==> src/design/ssm_pkg.sv <==
// constants, field positions and shared types of the stop/idle/supply monitor block
// assumes a 100 MHz system clock and a 32-bit apb register bus
package ssm_pkg;

  // clock and timing
  localparam int CLK_PERIOD_NS = 10; // system clock period
  localparam int MCD_TIMEOUT_US = 100; // missing-clock timeout
  localparam int MCD_TIMEOUT_CYC = (MCD_TIMEOUT_US * 1000 + CLK_PERIOD_NS - 1) / CLK_PERIOD_NS;
  localparam int RST_DELAY_CYC = 16; // reset stretch after non-supply causes

  // register indices; byte address is four times the index
  localparam int APB_AW = 12; // apb address width
  localparam logic [7:0] SMC_IDX = 8'hff; // supply_monitor_control
  localparam logic [7:0] PMC_IDX = 8'h80; // power_mode_control
  localparam logic [7:0] RSR_IDX = 8'h81; // reset_cause_register
  localparam logic [APB_AW-1:0] SMC_ADDR = {2'h0, SMC_IDX, 2'h0};
  localparam logic [APB_AW-1:0] PMC_ADDR = {2'h0, PMC_IDX, 2'h0};
  localparam logic [APB_AW-1:0] RSR_ADDR = {2'h0, RSR_IDX, 2'h0};

  // power_mode_control fields
  localparam int PMC_IDLE_BIT = 0; // idle request, reads zero
  localparam int PMC_STOP_BIT = 1; // stop request, reads zero
  localparam int PMC_GF_LSB = 2; // general_flags low bit
  localparam int PMC_GF_W = 6; // general_flags width
  localparam logic [7:0] PMC_RST = 8'h00;

  // supply_monitor_control fields
  localparam int SMC_ON_BIT = 7; // supply_monitor_on
  localparam int SMC_LVL_BIT = 6; // supply_level_flag, read-only

  // reset_cause_register fields
  localparam int RSR_MCD_BIT = 0; // missing-clock detector enable
  localparam int RSR_SEL_BIT = 1; // supply_reset_select
  localparam int RSR_CAUSE_LSB = 4; // last reset cause, two bits
  localparam logic [7:0] RSR_RST = 8'h00;

  // program start address after any reset
  localparam logic [15:0] RESET_VECTOR = 16'h0000;

  // register decode result
  typedef enum logic [1:0] {REG_NONE, REG_PMC, REG_SMC, REG_RSR} ssm_reg_type;

  // cause of the last system reset
  typedef enum logic [1:0] {CAUSE_NONE, CAUSE_EXT, CAUSE_MCD, CAUSE_SUPPLY} ssm_cause_type;

endpackage : ssm_pkg

==> src/design/ssm_rst_if.sv <==
// reset-request and reset-status bundle between the control logic and the reset sequencer
// assumes both ends run on the same system clock
`timescale 1ns/1ps
interface ssm_rst_if;
  logic req_ext; // external pin reset request, level
  logic req_mcd; // missing-clock reset request, pulse
  logic req_supply; // supply monitor reset request, level
  logic in_reset; // system reset active
  logic done; // one-cycle pulse when reset ends
  ssm_pkg::ssm_cause_type cause; // cause of the last reset

  // control side drives requests
  modport ctl (output req_ext, output req_mcd, output req_supply, input in_reset, input done, input cause);
  // sequencer side drives status
  modport seq (input req_ext, input req_mcd, input req_supply, output in_reset, output done, output cause);
endinterface : ssm_rst_if

==> src/design/ssm_top.sv <==
// power-mode control, missing-clock stop exit and supply monitor with apb registers
// assumes apb master on CLK; EXT_RST_N and SUPPLY_ABOVE arrive asynchronously
// RST_N is the power-on reset; internal resets come from the sequencer
//
// The implementer's own choice: the APB slave port.
`timescale 1ns/1ps
// Contract
// - stop write enters stop right after completion
// - stop halts internal oscillator, processor, peripherals
// - only a reset ends stop mode
// - after reset start fetching at address zero
// - enabled missing-clock detector resets out of stop
// - monitor enable survives all but power-on
// - early selection may cause a system reset
// - supply reset gets no reset stretch
// - monitor resets only when selected as source
// - monitor control bit 7 switches monitor
module ssm_top #(
  parameter int MCD_TIMEOUT_CYCLES = ssm_pkg::MCD_TIMEOUT_CYC,
  parameter int RESET_DELAY_CYCLES = ssm_pkg::RST_DELAY_CYC
) (
  input wire logic CLK,
  input wire logic RST_N,
  input wire logic PSEL,
  input wire logic PENABLE,
  input wire logic PWRITE,
  input wire logic [ssm_pkg::APB_AW-1:0] PADDR,
  input wire logic [31:0] PWDATA,
  output logic PREADY,
  output logic [31:0] PRDATA,
  output logic PSLVERR,
  input wire logic WAKE_IRQ,
  input wire logic EXT_RST_N,
  input wire logic SUPPLY_ABOVE,
  output logic CPU_CLK_EN,
  output logic PERIPH_CLK_EN,
  output logic INT_OSC_EN,
  output logic SUPPLY_MON_EN,
  output logic SYS_RESET_N,
  output logic CPU_START,
  output logic [15:0] FETCH_ADDR
);
  import ssm_pkg::*;

  localparam int CW = $clog2(MCD_TIMEOUT_CYCLES + 1); // stop counter width

  // register decode, shared by read and write paths
  function automatic ssm_reg_type reg_decode(input logic [APB_AW-1:0] addr);
    if (addr == PMC_ADDR) begin
      return REG_PMC;
    end else if (addr == SMC_ADDR) begin
      return REG_SMC;
    end else if (addr == RSR_ADDR) begin
      return REG_RSR;
    end else begin
      return REG_NONE;
    end
  endfunction : reg_decode

  ssm_rst_if rif(); // bundle to the reset sequencer

  // synchronisers
  logic ext_meta_reg; // external reset, first stage
  logic ext_sync_reg; // external reset, usable
  logic lvl_meta_reg; // supply comparator, first stage
  logic lvl_sync_reg; // supply comparator, usable

  // apb slave state
  logic pready_reg; // answer strobe
  logic [31:0] prdata_reg; // read data
  logic pslverr_reg; // unmapped address
  logic apb_acc; // access phase, not yet answered
  logic apb_wr; // write takes effect now
  ssm_reg_type sel_reg_kind; // decoded target
  logic [7:0] rd_byte; // read mux

  // register fields
  logic stop_reg; // in stop mode
  logic stop_next;
  logic idle_reg; // in idle mode
  logic idle_next;
  logic [PMC_GF_W-1:0] gf_reg; // general_flags
  logic mon_on_reg; // supply_monitor_on
  logic mcd_en_reg; // missing-clock detector enable
  logic supply_sel_reg; // supply_reset_select

  // missing-clock model
  logic [CW-1:0] stop_cnt_reg; // cycles spent in stop
  logic mcd_fire_reg; // detector timeout pulse

  // output flops
  logic cpu_clk_en_reg;
  logic periph_clk_en_reg;
  logic int_osc_en_reg;
  logic sys_reset_n_reg;
  logic cpu_start_reg;
  logic [15:0] fetch_addr_reg;

  // two-stage synchronisers for asynchronous pins
  always_ff @(posedge CLK or negedge RST_N) begin
    if (!RST_N) begin
      ext_meta_reg <= 1'b1;
      ext_sync_reg <= 1'b1;
      lvl_meta_reg <= 1'b0;
      lvl_sync_reg <= 1'b0;
    end else begin
      ext_meta_reg <= EXT_RST_N;
      ext_sync_reg <= ext_meta_reg;
      lvl_meta_reg <= SUPPLY_ABOVE;
      lvl_sync_reg <= lvl_meta_reg;
    end
  end

  // apb strobes; writes are dropped while the system is held in reset
  assign sel_reg_kind = reg_decode(PADDR);
  assign apb_acc = PSEL & PENABLE & ~pready_reg;
  assign apb_wr = PSEL & PENABLE & pready_reg & PWRITE & ~rif.in_reset;

  // read mux
  always_comb begin
    rd_byte = 8'h00;
    if (sel_reg_kind == REG_PMC) begin
      rd_byte = {gf_reg, 2'b00}; // request bits read zero
    end else if (sel_reg_kind == REG_SMC) begin
      rd_byte[SMC_ON_BIT] = mon_on_reg;
      rd_byte[SMC_LVL_BIT] = lvl_sync_reg; // live supply state
    end else if (sel_reg_kind == REG_RSR) begin
      rd_byte[RSR_MCD_BIT] = mcd_en_reg;
      rd_byte[RSR_SEL_BIT] = supply_sel_reg;
      rd_byte[RSR_CAUSE_LSB +: 2] = rif.cause;
    end
  end

  // apb answer: one wait state, ready on the second access cycle
  always_ff @(posedge CLK or negedge RST_N) begin
    if (!RST_N) begin
      pready_reg <= 1'b0;
      prdata_reg <= 32'h0000_0000;
      pslverr_reg <= 1'b0;
    end else begin
      pready_reg <= apb_acc;
      if (apb_acc) begin
        prdata_reg <= PWRITE ? 32'h0000_0000 : {24'h00_0000, rd_byte};
        pslverr_reg <= (sel_reg_kind == REG_NONE);
      end else begin
        prdata_reg <= 32'h0000_0000;
        pslverr_reg <= 1'b0;
      end
    end
  end

  // next mode: stop is sticky until reset, idle ends on wake or reset
  always_comb begin
    stop_next = stop_reg;
    idle_next = idle_reg;
    if (rif.in_reset) begin
      stop_next = 1'b0; // reset is the only way out
      idle_next = 1'b0;
    end else begin
      if (apb_wr && sel_reg_kind == REG_PMC && PWDATA[PMC_STOP_BIT]) begin
        stop_next = 1'b1;
      end
      if (stop_next) begin
        idle_next = 1'b0; // wake events ignored in stop
      end else if (apb_wr && sel_reg_kind == REG_PMC && PWDATA[PMC_IDLE_BIT]) begin
        idle_next = 1'b1; // request wins over a same-cycle wake
      end else if (WAKE_IRQ) begin
        idle_next = 1'b0;
      end
    end
  end

  // mode flops
  always_ff @(posedge CLK or negedge RST_N) begin
    if (!RST_N) begin
      stop_reg <= PMC_RST[PMC_STOP_BIT];
      idle_reg <= PMC_RST[PMC_IDLE_BIT];
    end else begin
      stop_reg <= stop_next;
      idle_reg <= idle_next;
    end
  end

  // general flags, cleared by any system reset
  always_ff @(posedge CLK or negedge RST_N) begin
    if (!RST_N) begin
      gf_reg <= PMC_RST[PMC_GF_LSB +: PMC_GF_W];
    end else if (rif.in_reset) begin
      gf_reg <= PMC_RST[PMC_GF_LSB +: PMC_GF_W];
    end else if (apb_wr && sel_reg_kind == REG_PMC) begin
      gf_reg <= PWDATA[PMC_GF_LSB +: PMC_GF_W];
    end
  end

  // monitor enable: only power-on clears it
  always_ff @(posedge CLK or negedge RST_N) begin
    if (!RST_N) begin
      mon_on_reg <= 1'b0;
    end else if (apb_wr && sel_reg_kind == REG_SMC) begin
      mon_on_reg <= PWDATA[SMC_ON_BIT];
    end
  end

  // reset source selects, cleared by any system reset
  always_ff @(posedge CLK or negedge RST_N) begin
    if (!RST_N) begin
      mcd_en_reg <= RSR_RST[RSR_MCD_BIT];
      supply_sel_reg <= RSR_RST[RSR_SEL_BIT];
    end else if (rif.in_reset) begin
      mcd_en_reg <= RSR_RST[RSR_MCD_BIT];
      supply_sel_reg <= RSR_RST[RSR_SEL_BIT];
    end else if (apb_wr && sel_reg_kind == REG_RSR) begin
      mcd_en_reg <= PWDATA[RSR_MCD_BIT];
      supply_sel_reg <= PWDATA[RSR_SEL_BIT];
    end
  end

  // clock is gone in stop, so an enabled detector times out
  always_ff @(posedge CLK or negedge RST_N) begin
    if (!RST_N) begin
      stop_cnt_reg <= '0;
      mcd_fire_reg <= 1'b0;
    end else if (stop_reg && mcd_en_reg) begin
      mcd_fire_reg <= (stop_cnt_reg == CW'(MCD_TIMEOUT_CYCLES - 1));
      if (stop_cnt_reg != CW'(MCD_TIMEOUT_CYCLES - 1)) begin
        stop_cnt_reg <= stop_cnt_reg + 1'b1;
      end
    end else begin
      stop_cnt_reg <= '0;
      mcd_fire_reg <= 1'b0;
    end
  end

  // reset requests; an unselected or switched-off monitor never requests
  assign rif.req_ext = ~ext_sync_reg;
  assign rif.req_mcd = mcd_fire_reg;
  assign rif.req_supply = mon_on_reg & supply_sel_reg & ~lvl_sync_reg;

  // reset sequencer
  ssm_rst_seq #(
    .RESET_DELAY_CYCLES(RESET_DELAY_CYCLES)
  ) u_seq (
    .CLK(CLK),
    .RST_N(RST_N),
    .rif(rif)
  );

  // clock gating and reset outputs; external oscillator is left alone
  always_ff @(posedge CLK or negedge RST_N) begin
    if (!RST_N) begin
      cpu_clk_en_reg <= 1'b0;
      periph_clk_en_reg <= 1'b1;
      int_osc_en_reg <= 1'b1;
      sys_reset_n_reg <= 1'b0;
      cpu_start_reg <= 1'b0;
      fetch_addr_reg <= RESET_VECTOR;
    end else begin
      cpu_clk_en_reg <= ~stop_next & ~idle_next & ~rif.in_reset;
      periph_clk_en_reg <= ~stop_next;
      int_osc_en_reg <= ~stop_next;
      sys_reset_n_reg <= ~rif.in_reset;
      cpu_start_reg <= rif.done;
      fetch_addr_reg <= RESET_VECTOR;
    end
  end

  assign PREADY = pready_reg;
  assign PRDATA = prdata_reg;
  assign PSLVERR = pslverr_reg;
  assign CPU_CLK_EN = cpu_clk_en_reg;
  assign PERIPH_CLK_EN = periph_clk_en_reg;
  assign INT_OSC_EN = int_osc_en_reg;
  assign SUPPLY_MON_EN = mon_on_reg;
  assign SYS_RESET_N = sys_reset_n_reg;
  assign CPU_START = cpu_start_reg;
  assign FETCH_ADDR = fetch_addr_reg;

  // stop write enters stop and gates the processor clock at the completing edge
  property p_stop_entry;
    @(posedge CLK) disable iff (!RST_N)
      (apb_wr && sel_reg_kind == REG_PMC && PWDATA[PMC_STOP_BIT]) |=> (stop_reg && !CPU_CLK_EN);
  endproperty
  a_stop_entry: assert property (p_stop_entry) else $error("stop not entered after write");

  property p_stop_clocks;
    @(posedge CLK) disable iff (!RST_N)
      stop_reg |-> (!INT_OSC_EN && !PERIPH_CLK_EN && !CPU_CLK_EN);
  endproperty
  a_stop_clocks: assert property (p_stop_clocks) else $error("clock running in stop");

  property p_stop_sticky;
    @(posedge CLK) disable iff (!RST_N)
      (stop_reg && !rif.in_reset) |=> stop_reg;
  endproperty
  a_stop_sticky: assert property (p_stop_sticky) else $error("stop left without reset");

  property p_fetch_zero;
    @(posedge CLK) disable iff (!RST_N)
      rif.done |=> (CPU_START && FETCH_ADDR == RESET_VECTOR && SYS_RESET_N);
  endproperty
  a_fetch_zero: assert property (p_fetch_zero) else $error("no start at address zero");

  property p_mcd_exit;
    @(posedge CLK) disable iff (!RST_N)
      (stop_reg && mcd_en_reg && stop_cnt_reg == CW'(MCD_TIMEOUT_CYCLES - 1)) |=> ##[1:2] !SYS_RESET_N;
  endproperty
  a_mcd_exit: assert property (p_mcd_exit) else $error("detector did not reset stop");

  property p_mon_kept;
    @(posedge CLK) disable iff (!RST_N)
      rif.in_reset |=> $stable(mon_on_reg);
  endproperty
  a_mon_kept: assert property (p_mon_kept) else $error("monitor enable lost on reset");

  property p_no_unselected;
    @(posedge CLK) disable iff (!RST_N)
      (!rif.in_reset && !supply_sel_reg && ext_sync_reg && !mcd_fire_reg) |=> !rif.in_reset;
  endproperty
  a_no_unselected: assert property (p_no_unselected) else $error("reset without a selected source");

  property p_mon_switch;
    @(posedge CLK) disable iff (!RST_N)
      (apb_wr && sel_reg_kind == REG_SMC) |=> (SUPPLY_MON_EN == $past(PWDATA[SMC_ON_BIT]));
  endproperty
  a_mon_switch: assert property (p_mon_switch) else $error("monitor enable not written");

  property p_idle_gate;
    @(posedge CLK) disable iff (!RST_N)
      (idle_reg && !stop_reg) |-> (!CPU_CLK_EN && PERIPH_CLK_EN && INT_OSC_EN);
  endproperty
  a_idle_gate: assert property (p_idle_gate) else $error("idle gated more than processor");

  property p_req_zero;
    @(posedge CLK) disable iff (!RST_N)
      (apb_acc && !PWRITE && sel_reg_kind == REG_PMC) |=> (PREADY && PRDATA[1:0] == 2'b00);
  endproperty
  a_req_zero: assert property (p_req_zero) else $error("request bits read nonzero");

  property p_level_read;
    @(posedge CLK) disable iff (!RST_N)
      (apb_acc && !PWRITE && sel_reg_kind == REG_SMC) |=> (PRDATA[SMC_LVL_BIT] == $past(lvl_sync_reg));
  endproperty
  a_level_read: assert property (p_level_read) else $error("level flag mismatch");

  c_stop_entry: cover property (@(posedge CLK) disable iff (!RST_N) $rose(stop_reg));
  c_idle_wake: cover property (@(posedge CLK) disable iff (!RST_N) $fell(idle_reg) && !rif.in_reset);
  c_mcd_fire: cover property (@(posedge CLK) disable iff (!RST_N) mcd_fire_reg);

endmodule : ssm_top

==> src/design/ssm_rst_seq.sv <==
// reset sequencer: holds the system in reset while a cause is present, then stretches unless the cause was supply
// assumes requests are already synchronous to CLK
`timescale 1ns/1ps
module ssm_rst_seq #(
  parameter int RESET_DELAY_CYCLES = ssm_pkg::RST_DELAY_CYC
) (
  input wire logic CLK,
  input wire logic RST_N,
  ssm_rst_if.seq rif
);
  import ssm_pkg::*;

  localparam int DW = $clog2(RESET_DELAY_CYCLES + 1); // delay counter width

  typedef enum logic [1:0] {SEQ_RUN, SEQ_HOLD, SEQ_DELAY} ssm_seq_type;

  ssm_seq_type state_reg; // sequencer state
  ssm_cause_type cause_reg; // latched cause
  logic [DW-1:0] dly_reg; // stretch counter
  logic in_reset_reg; // reset status
  logic done_reg; // end-of-reset pulse
  logic any_req; // some cause present

  assign any_req = rif.req_ext | rif.req_mcd | rif.req_supply;

  // state, cause and stretch counter
  always_ff @(posedge CLK or negedge RST_N) begin
    if (!RST_N) begin
      state_reg <= SEQ_RUN;
      cause_reg <= CAUSE_NONE;
      dly_reg <= '0;
      in_reset_reg <= 1'b0;
      done_reg <= 1'b0;
    end else begin
      done_reg <= 1'b0;
      case (state_reg)
        SEQ_RUN: begin
          // highest priority cause is recorded
          if (any_req) begin
            state_reg <= SEQ_HOLD;
            in_reset_reg <= 1'b1;
            if (rif.req_ext) cause_reg <= CAUSE_EXT;
            else if (rif.req_mcd) cause_reg <= CAUSE_MCD;
            else cause_reg <= CAUSE_SUPPLY;
          end
        end
        SEQ_HOLD: begin
          if (any_req) begin
            state_reg <= SEQ_HOLD; // cause still present
          end else if (cause_reg == CAUSE_SUPPLY) begin
            state_reg <= SEQ_RUN; // supply reset ends without stretch
            in_reset_reg <= 1'b0;
            done_reg <= 1'b1;
          end else begin
            state_reg <= SEQ_DELAY;
            dly_reg <= '0;
          end
        end
        SEQ_DELAY: begin
          if (any_req) begin
            state_reg <= SEQ_HOLD; // new cause restarts the hold
          end else if (dly_reg == DW'(RESET_DELAY_CYCLES - 1)) begin
            state_reg <= SEQ_RUN;
            in_reset_reg <= 1'b0;
            done_reg <= 1'b1;
          end else begin
            dly_reg <= dly_reg + 1'b1;
          end
        end
        default: state_reg <= SEQ_RUN;
      endcase
    end
  end

  assign rif.in_reset = in_reset_reg;
  assign rif.done = done_reg;
  assign rif.cause = cause_reg;

  // supply reset releases on the cycle after the cause goes away
  property p_supply_no_delay;
    @(posedge CLK) disable iff (!RST_N)
      (state_reg == SEQ_HOLD && cause_reg == CAUSE_SUPPLY && !any_req) |=> (!in_reset_reg && done_reg);
  endproperty
  a_supply_no_delay: assert property (p_supply_no_delay) else $error("supply reset was stretched");

  // other causes still hold reset the cycle after the cause goes away
  property p_other_delay;
    @(posedge CLK) disable iff (!RST_N)
      (state_reg == SEQ_HOLD && cause_reg != CAUSE_SUPPLY && !any_req) ##1 (!any_req)[*1] |-> in_reset_reg;
  endproperty
  a_other_delay: assert property (p_other_delay) else $error("non-supply reset ended without stretch");

  c_supply_reset: cover property (@(posedge CLK) disable iff (!RST_N) done_reg && cause_reg == CAUSE_SUPPLY);
  c_mcd_reset: cover property (@(posedge CLK) disable iff (!RST_N) done_reg && cause_reg == CAUSE_MCD);

endmodule : ssm_rst_seq

==> config.mk <==
export PLATFORM = sky130hd
export DESIGN_NAME = ssm_top
export DESIGN_NICKNAME = d
export VERILOG_FILES = /design/src/design/ssm_pkg.sv /design/src/design/ssm_rst_if.sv /design/src/design/ssm_top.sv /design/src/design/ssm_rst_seq.sv
export SDC_FILE = /design/constraint.sdc
export NUM_CORES = 1
export LEC_CHECK = 0
export ABC_AREA = 1
export BUFFER_PORTS_ARGS = -buffer_cell sky130_fd_sc_hd__buf_2
export CAP_MARGIN = 25
export CORE_ASPECT_RATIO = 0.5
export CORE_MARGIN = 3
export CORE_UTILIZATION = 45
export DETAILED_ROUTE_END_ITERATION = 6
export GPL_TIMING_DRIVEN = 0
export PLACE_DENSITY_LB_ADDON = 0.05
export SYNTH_ARGS = -nofsm -noshare
export SYNTH_HDL_FRONTEND = slang
export SYNTH_SLANG_ARGS = --single-unit
==> constraint.sdc <==
create_clock -name CLK -period 1.6 [get_ports CLK]
set_clock_uncertainty 0.1 [all_clocks]
set_input_delay 0.48 -clock CLK [delete_from_list [all_inputs] [get_ports CLK]]
set_output_delay 0.48 -clock CLK [all_outputs]
set_load 0.03 [all_outputs]
* Word-level counts from Yosys, hierarchy flattened
Index checks and enable logic that the tools add are counted.
Word-level totals: RAM bits 0, memories kept 0, register bits 79, ROM bits 0, logic and storage cells 134, latch bits 0
Cells by class: $mul 0, divide/modulo/power cells 0, shifts and indexed selects 0, reduce and logical (&&, ||, !) cells 16, muxes and demuxes 54, magnitude comparators 0, bitwise operators 17, $add $sub $neg 2, eq/ne operators 21
Operator list (number):
- == test 12 x 10 -> 1 bit (second input constant) | 3
- 2-to-1 mux 2 bit | 16
- 2-to-1 mux 14 bit | 2
- 2-to-1 mux 1 bit | 23
- 2-to-1 mux 5 bit | 4
- 2-to-1 mux 8 bit | 2
- adder 14 x 1 -> 14 bit (second input constant) | 1
- == test 14 bit (second input constant) | 1
- inequality test 14 bit (second input constant) | 1
- 2-to-1 mux 6 bit | 2
- one-hot mux 5 bit (2 select lines) | 1
- AND 1 bit | 9
- == test 2 bit (second input constant) | 4
- inequality test 2 x 1 -> 1 bit (second input constant) | 4
- inequality test 2 bit (second input constant) | 4
- logical AND 1 bit | 6
- inverter 1 bit | 6
- one-hot mux 2 bit (3 select lines) | 1
- AND reduction 6 bit | 1
- nonzero test 2 bit | 3
- adder 5 x 1 -> 5 bit (second input constant) | 1
- == test 5 x 4 -> 1 bit (second input constant) | 1
- AND reduction 5 bit | 1
- == test 2 x 1 -> 1 bit (second input constant) | 2
- other kinds (8) | 11

* Longest topological paths before layout
Gate-level depths: netlist of run 1.
word-level depth 14, gate-level depth with buffers 10, mapped depth without buffers 10

* Cells and area by module
Synthesis of run 1 repeated with hierarchy kept, for this count alone.
Unflattened totals: cells, all modules 387, area, all modules 3153.0 um^2
By module, submodules not included:
- ssm_top | area an instance 2427.3 um^2, times used 1, cells each 294, seq. area each 1104.8 um^2
- ssm_rst_seq | area an instance 725.7 um^2, times used 1, cells each 93, seq. area each 275.3 um^2

* Worst setup path before layout of run 1
No wires, ideal clock.
path kind register to register, start register u_seq.dly_reg[0], end register u_seq.dly_reg[0], setup time 0.128 ns, arrival 1.389 ns, data required time 1.372 ns, period minus slack after synthesis 1.617 ns, cell stages (with the launch flop) 11, setup slack -0.017 ns, path buffers 0, cells stage by stage dfrtp_1 ha_1 nand2_1 nor2_1 ha_1 nand2_1 nand2_1 nor2_1 nand2_1 nand2_1 o21ai_0
Between the ends: longest elaborated chain between the ends 4, elaborated cells on any way between the ends 7
Ends and longest elaborated chain:
- start: declaration | RTL line ssm_rst_seq.sv:19 | logic [DW-1:0] dly_reg;
- start signal: assignment | RTL line ssm_rst_seq.sv:67 | dly_reg <= dly_reg + 1'b1;
- adder 5 x 1 -> 5 bit | RTL line ssm_rst_seq.sv:67
- 2-to-1 mux 5 bit | RTL line ssm_rst_seq.sv:62 | end else if (dly_reg == DW'(RESET_DELAY_CYCLES - 1)) begin
- 2-to-1 mux 5 bit | RTL line ssm_rst_seq.sv:60 | if (any_req) begin
- one-hot mux 5 bit (2 select lines) | RTL line ssm_rst_seq.sv:36 | case (state_reg)
Several ways; a longest one is shown, not always the timed one. The select of a mux whose other input is x is not followed. A chain may end at the register's enable or synchronous reset.

* Final worst setup path of run 1
start register u_seq.dly_reg[1], end register u_seq.state_reg[1]
Between the ends: longest elaborated chain between the ends 3
Ends and longest elaborated chain:
- == test 5 x 4 -> 1 bit | RTL line ssm_rst_seq.sv:62
- inequality test 3 x 1 -> 1 bit (no source line)
- AND reduction 2 bit (no source line)
- end signal: assignment | RTL line ssm_rst_seq.sv:61 | state_reg <= SEQ_HOLD;
- end signal: assignment | RTL line ssm_rst_seq.sv:63 | state_reg <= SEQ_RUN;
- end signal: assignment | RTL line ssm_rst_seq.sv:70 | default: state_reg <= SEQ_RUN;
- end: declaration | RTL line ssm_rst_seq.sv:17 | ssm_seq_type state_reg;
Every way passes these cells.

==> results.cfg, run 1 <==
[outcome]
status = finished with violations
violations = negative setup slack

[synth]
ys_ff_latch = 55
ys_seq_area_share_pct = 45.9
synth_top_area_share_pct = 43.3
synth_common_cells = 86 x nand2_1, 52 x dfrtp_1, 41 x buf_4, 40 x nor2_1, 36 x inv_1
synth_largest_area_cell = dfrtp_1
synth_edf_count = 0
syn_area_per_cell_um2 = 8.17
synth_area_leaders = dfrtp_1 43%, nand2_1 11%, buf_4 10%
netlist_instances = 368
synthFlopType = dfrtp_1
synth.distinct_cells = 32
syn_area_mm2 = 0.00301
synth_most_common_cell = nand2_1
async_reset_ff_share_pct = 100
yosysWarnings = 0

[sta]
timing.final.crit_share_pct = 102
min_period_ps = 1620
drv_slew = 0
setup_violations = 1
setup_ws_ps = -25.0
fmax_ghz = 0.615
rsz0062_at_grt = yes
fin_tns_setup_ps = -25.0
hold_viol = 0

[critical_path]
slowest_stage = dfrtp_1
cp.arrival_ps = 1710
startpoint_type = register
crit_family = simple AND/OR/NAND/NOR gates
crit_path_frequent_cell = nor2_1
critPathBufInv = 0
crit_type = register to register
critPathMaxFanout = 2
required_ps = 1680
path_cells = ha_2 > nand2_2 > nor2_2 > ha_2 > nor2_2 > nor2_1 > nor2_1 > nor2_1 > nand3b_1 > nand2_1
worstSetupEndpointType = register
cpPeakStageDelay_ps = 400

[detailed_routing]
vias = 2551
wl_per_cell_um = 11.5
drcViolationCount = 0
firstDrtPassIters = 4
via_per_inst = 4.60
wl_um = 6390
drt-initial-drc-count = 157
final_antenna_net_count = 0

[global_routing]
met3_usage_pct = 4.07
met1_usage_pct = 22.7
grt_busiest_layer = met2
overflow = 0
antenna_found_initial = 0
grt_usage_pct = 17.2
grt_max_degree = 41
met2_usage_pct = 28.7
grt_pass1_wl_um = 10700
grt_pass1_vias = 2416

[cts]
clkSinkCount = 55
root_buffer = clkbuf_16
numCtsBuffers = 5
ctsHoldBuffers = 0
clk_latency_ps = 290
cts_max_path_buffers = 2
clk_pin_slew_ps = 70
cts_tree = yes
htree_levels = 2

[pwr]
p_leak_nw = 2.04
p_per_area_mw_per_mm2 = 1020
irDropWorstVdd_mv = 0.387

[final_layout]
layout.nets = 524
layout-drive-gt1-share_pct = 30.5
synthToLayoutAreaGrowth_pct = 26.8
largest_reg_flops = 14
fillCellCount = 553
antenna-diode-count = 0
final_area_mm2 = 0.00381
final_util_pct = 61.0

[placement]
port_buffers = 43
dp_hpwl_um = 4870
placement.cell_area_mm2 = 0.00350
gp_congestion = 0.822

[die]
die_h_um = 63.8
die_x_um = 122
num_io_pins = 108
row_count = 20
core_area_mm2 = 0.00626
start_util_pct = 48.1
dieArea_mm2 = 0.00776

[hold_path]
worstHoldPathType = input port to asynchronous set/reset pin

[flow_run]
cap_violations = 0
[kinds of logic after synthesis]
kind of cell / share of synthesized area, %
AO/OA/AOI/OAI: 4.04
AND/OR/NAND/NOR: 31.5
flip-flops: 45.9
XOR/XNOR: 0.291
adder cells (fa/ha/maj): 2.91
other: 0.125
buffers and inverters: 15.2
[routing by layer]
| layer | up-vias | share of wire (%) |
|---|---|---|
| met2 | 69 | 48 |
| met4 | 0 | 0.95 |
| met5 | - | 0 |
| li1 | 1292 | - |
| met1 | 1182 | 44 |
| met3 | 8 | 6.1 |
[stage by stage]
| step | hold slack [ps] | total power (W) | setup WS, ps | std cells |
|---|---|---|---|---|
| after global placement | 233 | 0.00254 | -139 | 538 |
| after detailed placement | 240 | 0.00257 | -153 | 539 |
| after global routing | 26.4 | 0.00414 | -150 | 554 |
| after floorplan | 84.4 | 0.00233 | 5.10 | 407 |
| after CTS | 2.87 | 0.00380 | -28.2 | 554 |
| final | 1.15 | 0.00387 | -25.0 | 554 |
[what timing repair did]
action                                  in CTS  in global routing
resized for setup                           20                 19
pin swaps                                    7                  7
endpoints found under the setup margin      17                 21
cloned                                       1                  0
setup buffers                                6                  1
[path summary, 6_finish.rpt]
| path | to | cells after the start | startpoint | slack [ps] |
|---|---|---|---|---|
| max | u_seq.state_reg[1] | 10 | u_seq.dly_reg[1] | -20 |
| min | PRDATA[4] | 1 | RST_N | 1 |
| max reg2reg | u_seq.state_reg[1] | 10 | u_seq.dly_reg[1] | -20 |
| min reg2reg | CPU_START | 0 | u_seq.rif.done | 250 |
| max in group asynchronous | INT_OSC_EN | 2 | RST_N | 810 |
| min in group CLK | ext_meta_reg | 1 | EXT_RST_N | 180 |
[final cells by class]
type	instances	area [um2]	area share, %
buffer	43	314	8.23
tap	88	110	2.89
inverter	36	135	3.54
multi-input combinational	273	1430	37.6
sequential	55	1380	36.2
timing repair buffer	51	300	7.87
clock inverter	2	12.5	0.328
clock buffer	6	129	3.38
[cell usage in the layout, fill, tap and decap left out, drive strengths merged]
| master | count |
|---|---|
| nor3b | 5 |
| nand4 | 12 |
| buf | 93 |
| nand3 | 36 |
| dfstp | 3 |
| nor3 | 9 |
| clkbuf | 7 |
| conb | 40 |
| nand3b | 1 |
| clkinv | 1 |
| a21boi | 1 |
| or2 | 4 |
| o21ai | 12 |
| a21oi | 10 |
| nor4 | 1 |
| inv | 36 |
| clkinvlp | 1 |
| xnor2 | 1 |
| dfrtp | 52 |
| ha | 7 |
| nand2 | 90 |
| nor2 | 44 |
[where the power goes]
| group | total, W | internal [W] | leakage (nW) | switching, W |
|---|---|---|---|---|
| combinational | 0.00123 | 0.000439 | 1.24 | 0.000793 |
| clock | 0.00106 | 0.000579 | 0.0669 | 0.000483 |
| sequential | 0.00158 | 0.00150 | 0.734 | 0.0000817 |
| total | 0.00387 | 0.00252 | 2.04 | 0.00136 |
(Power assumes the default switching activity.)
==> run 2: changes to the inputs <==
Settings changed: CELL_PAD_IN_SITES_DETAIL_PLACEMENT from default to 1, CELL_PAD_IN_SITES_GLOBAL_PLACEMENT from default to 1, CORE_UTILIZATION 45 to 32.
==> run 2 against run 1 <==
Utilization decreased by 17 points. Combinational power increased by 3%. Fmax about the same. Cell count increased by 5.4%. Register-to-register slack about the same. The flow still finishes with violations (negative setup slack). Critical path type unchanged. Flip-flop and latch count unchanged. Non-clock buffer count increased by 1. Critical path depth unchanged. Design area increased by 2.5%. Total power increased by 5.4%.
==> results.cfg, run 2 (same netlist as run 1, synthesis figures left out) <==
[cts]
clk_pin_slew_ps = 70
root_buffer = clkbuf_16
cts_max_path_buffers = 2
ctsHoldBuffers = 0
numCtsBuffers = 5
clk_latency_ps = 300
cts_tree = yes
htree_levels = 2
clkSinkCount = 55

[sta]
hold_viol = 0
setup_ws_ps = -24.9
setup_violations = 6
rsz0062_at_grt = yes
min_period_ps = 1620
drv_slew = 0
holdWs_ps = 26.7
fin_tns_setup_ps = -91.6
timing.final.crit_share_pct = 102
fmax_ghz = 0.615

[critical_path]
startpoint_type = register
crit_path_frequent_cell = nor2_2
required_ps = 1690
cpPeakStageDelay_ps = 400
critPathMaxFanout = 2
crit_type = register to register
path_cells = ha_2 > nand2_2 > nor2_2 > ha_4 > nor2_4 > nor2_2 > nor2_2 > nor2_2 > nand3b_1 > nand2_1
worstSetupEndpointType = register
worstSetupStartpoint = u_seq.dly_reg[0]
reg2reg_from = u_seq.dly_reg[0]
cp.arrival_ps = 1710
slowest_stage = dfrtp_1

[global_routing]
grt_max_degree = 39
met2_usage_pct = 28.9
grt_busiest_layer = met2
grt_pass1_vias = 2736
met1_usage_pct = 19.3
met3_usage_pct = 3.92
overflow = 0
grt_pass1_wl_um = 13300
grt_usage_pct = 15.8
antenna_found_initial = 0

[final_layout]
antenna-diode-count = 0
final_cell_mix = 79 x nand2_1, 52 x dfrtp_1, 48 x buf_4
largest_reg_flops = 14
fillCellCount = 1105
final_common_cell = nand2_1
synthToLayoutAreaGrowth_pct = 30.0
layout.nets = 525
final_util_pct = 43.8
final_area_mm2 = 0.00391
layout-drive-gt1-share_pct = 31.0

[placement]
dp_hpwl_um = 6190
port_buffers = 43
placement.cell_area_mm2 = 0.00354
gp_congestion = 0.829

[detailed_routing]
vias = 2641
drcViolationCount = 0
final_antenna_net_count = 0
wl_per_cell_um = 14.0
via_per_inst = 4.52
wl_um = 8200
drt-initial-drc-count = 52
firstDrtPassIters = 5

[die]
die_x_um = 143
num_io_pins = 108
start_util_pct = 33.7
dieArea_mm2 = 0.0107
die_h_um = 74.5
row_count = 24
core_area_mm2 = 0.00892

[outcome]
status = finished with violations
violations = negative setup slack

[pwr]
p_per_area_mw_per_mm2 = 1050
p_leak_nw = 2.05
irDropWorstVdd_mv = 0.454

[flow_run]
cap_violations = 0

[hold_path]
worstHoldPathType = input port to asynchronous set/reset pin
==> run 2: changes by cell type in the layout (fill, tap and decap cells not counted), sizes merged <==
cell / previous run / this run
clkinvlp: 1 / 0
buf: 93 / 94
clkinv: 1 / 0
bufinv: 0 / 1
clkbuf: 7 / 8
==> run 2: where the power goes <==
group	internal, W	leakage [nW]	switching, W
clock	0.000741	0.0781	0.000494
combinational	0.000430	1.24	0.000837
sequential	0.00150	0.734	0.0000829
total	0.00267	2.05	0.00141
==> run 2: final cells by class <==
cell class / count / area, um2 / share of cell area (%)
Multi-Input combinational cell: 273 / 1460 / 37.4
Sequential cell: 55 / 1380 / 35.3
Buffer: 44 / 325 / 8.33
Timing Repair Buffer: 51 / 297 / 7.59
Tap cell: 117 / 146 / 3.75
Inverter: 36 / 135 / 3.46
Clock buffer: 7 / 133 / 3.39
Clock inverter: 1 / 30.0 / 0.768
==> run 2: path summary, 6_finish.rpt <==
check | endpoint | slack [ps] | cells after the start
hold reg to reg | CPU_START | 250 | 0
setup reg to reg | u_seq.state_reg[1] | -20 | 10
hold / removal | CPU_START | 30 | 1
min in group CLK | ext_meta_reg | 180 | 1
setup / recovery | u_seq.state_reg[1] | -20 | 10
max in group asynchronous | stop_cnt_reg[0] | 800 | 2
==> run 2: metrics by stage <==
step	std cells	total power, W	worst slack [ps]
2_1_floorplan	407	0.00233	5.10
3_3_place_gp	567	0.00256	-247
3_5_place_dp	568	0.00261	-312
4_1_cts	581	0.00399	-51.9
5_1_grt	584	0.00436	-146
6_report	584	0.00408	-24.9
==> run 2: repair_timing <==
item	CTS	global route
buffers inserted	4	3
pin swaps	8	10
setup endpoints to repair	21	26
gates resized for setup	20	23
cloned	1	0
==> run 2: critical path: cells and delay by family (launching register included) <==
kind	cells	cell delay, ps
fa+ha+maj	2	360
flops	1	400
simple gates	8	650
==> run 2: routing by layer <==
metal / wire [um] / share of wire, %
met1: 3620 / 44
met2: 4150 / 51
met3: 351 / 4.3
met4: 77 / 0.94
met5: 0 / 0
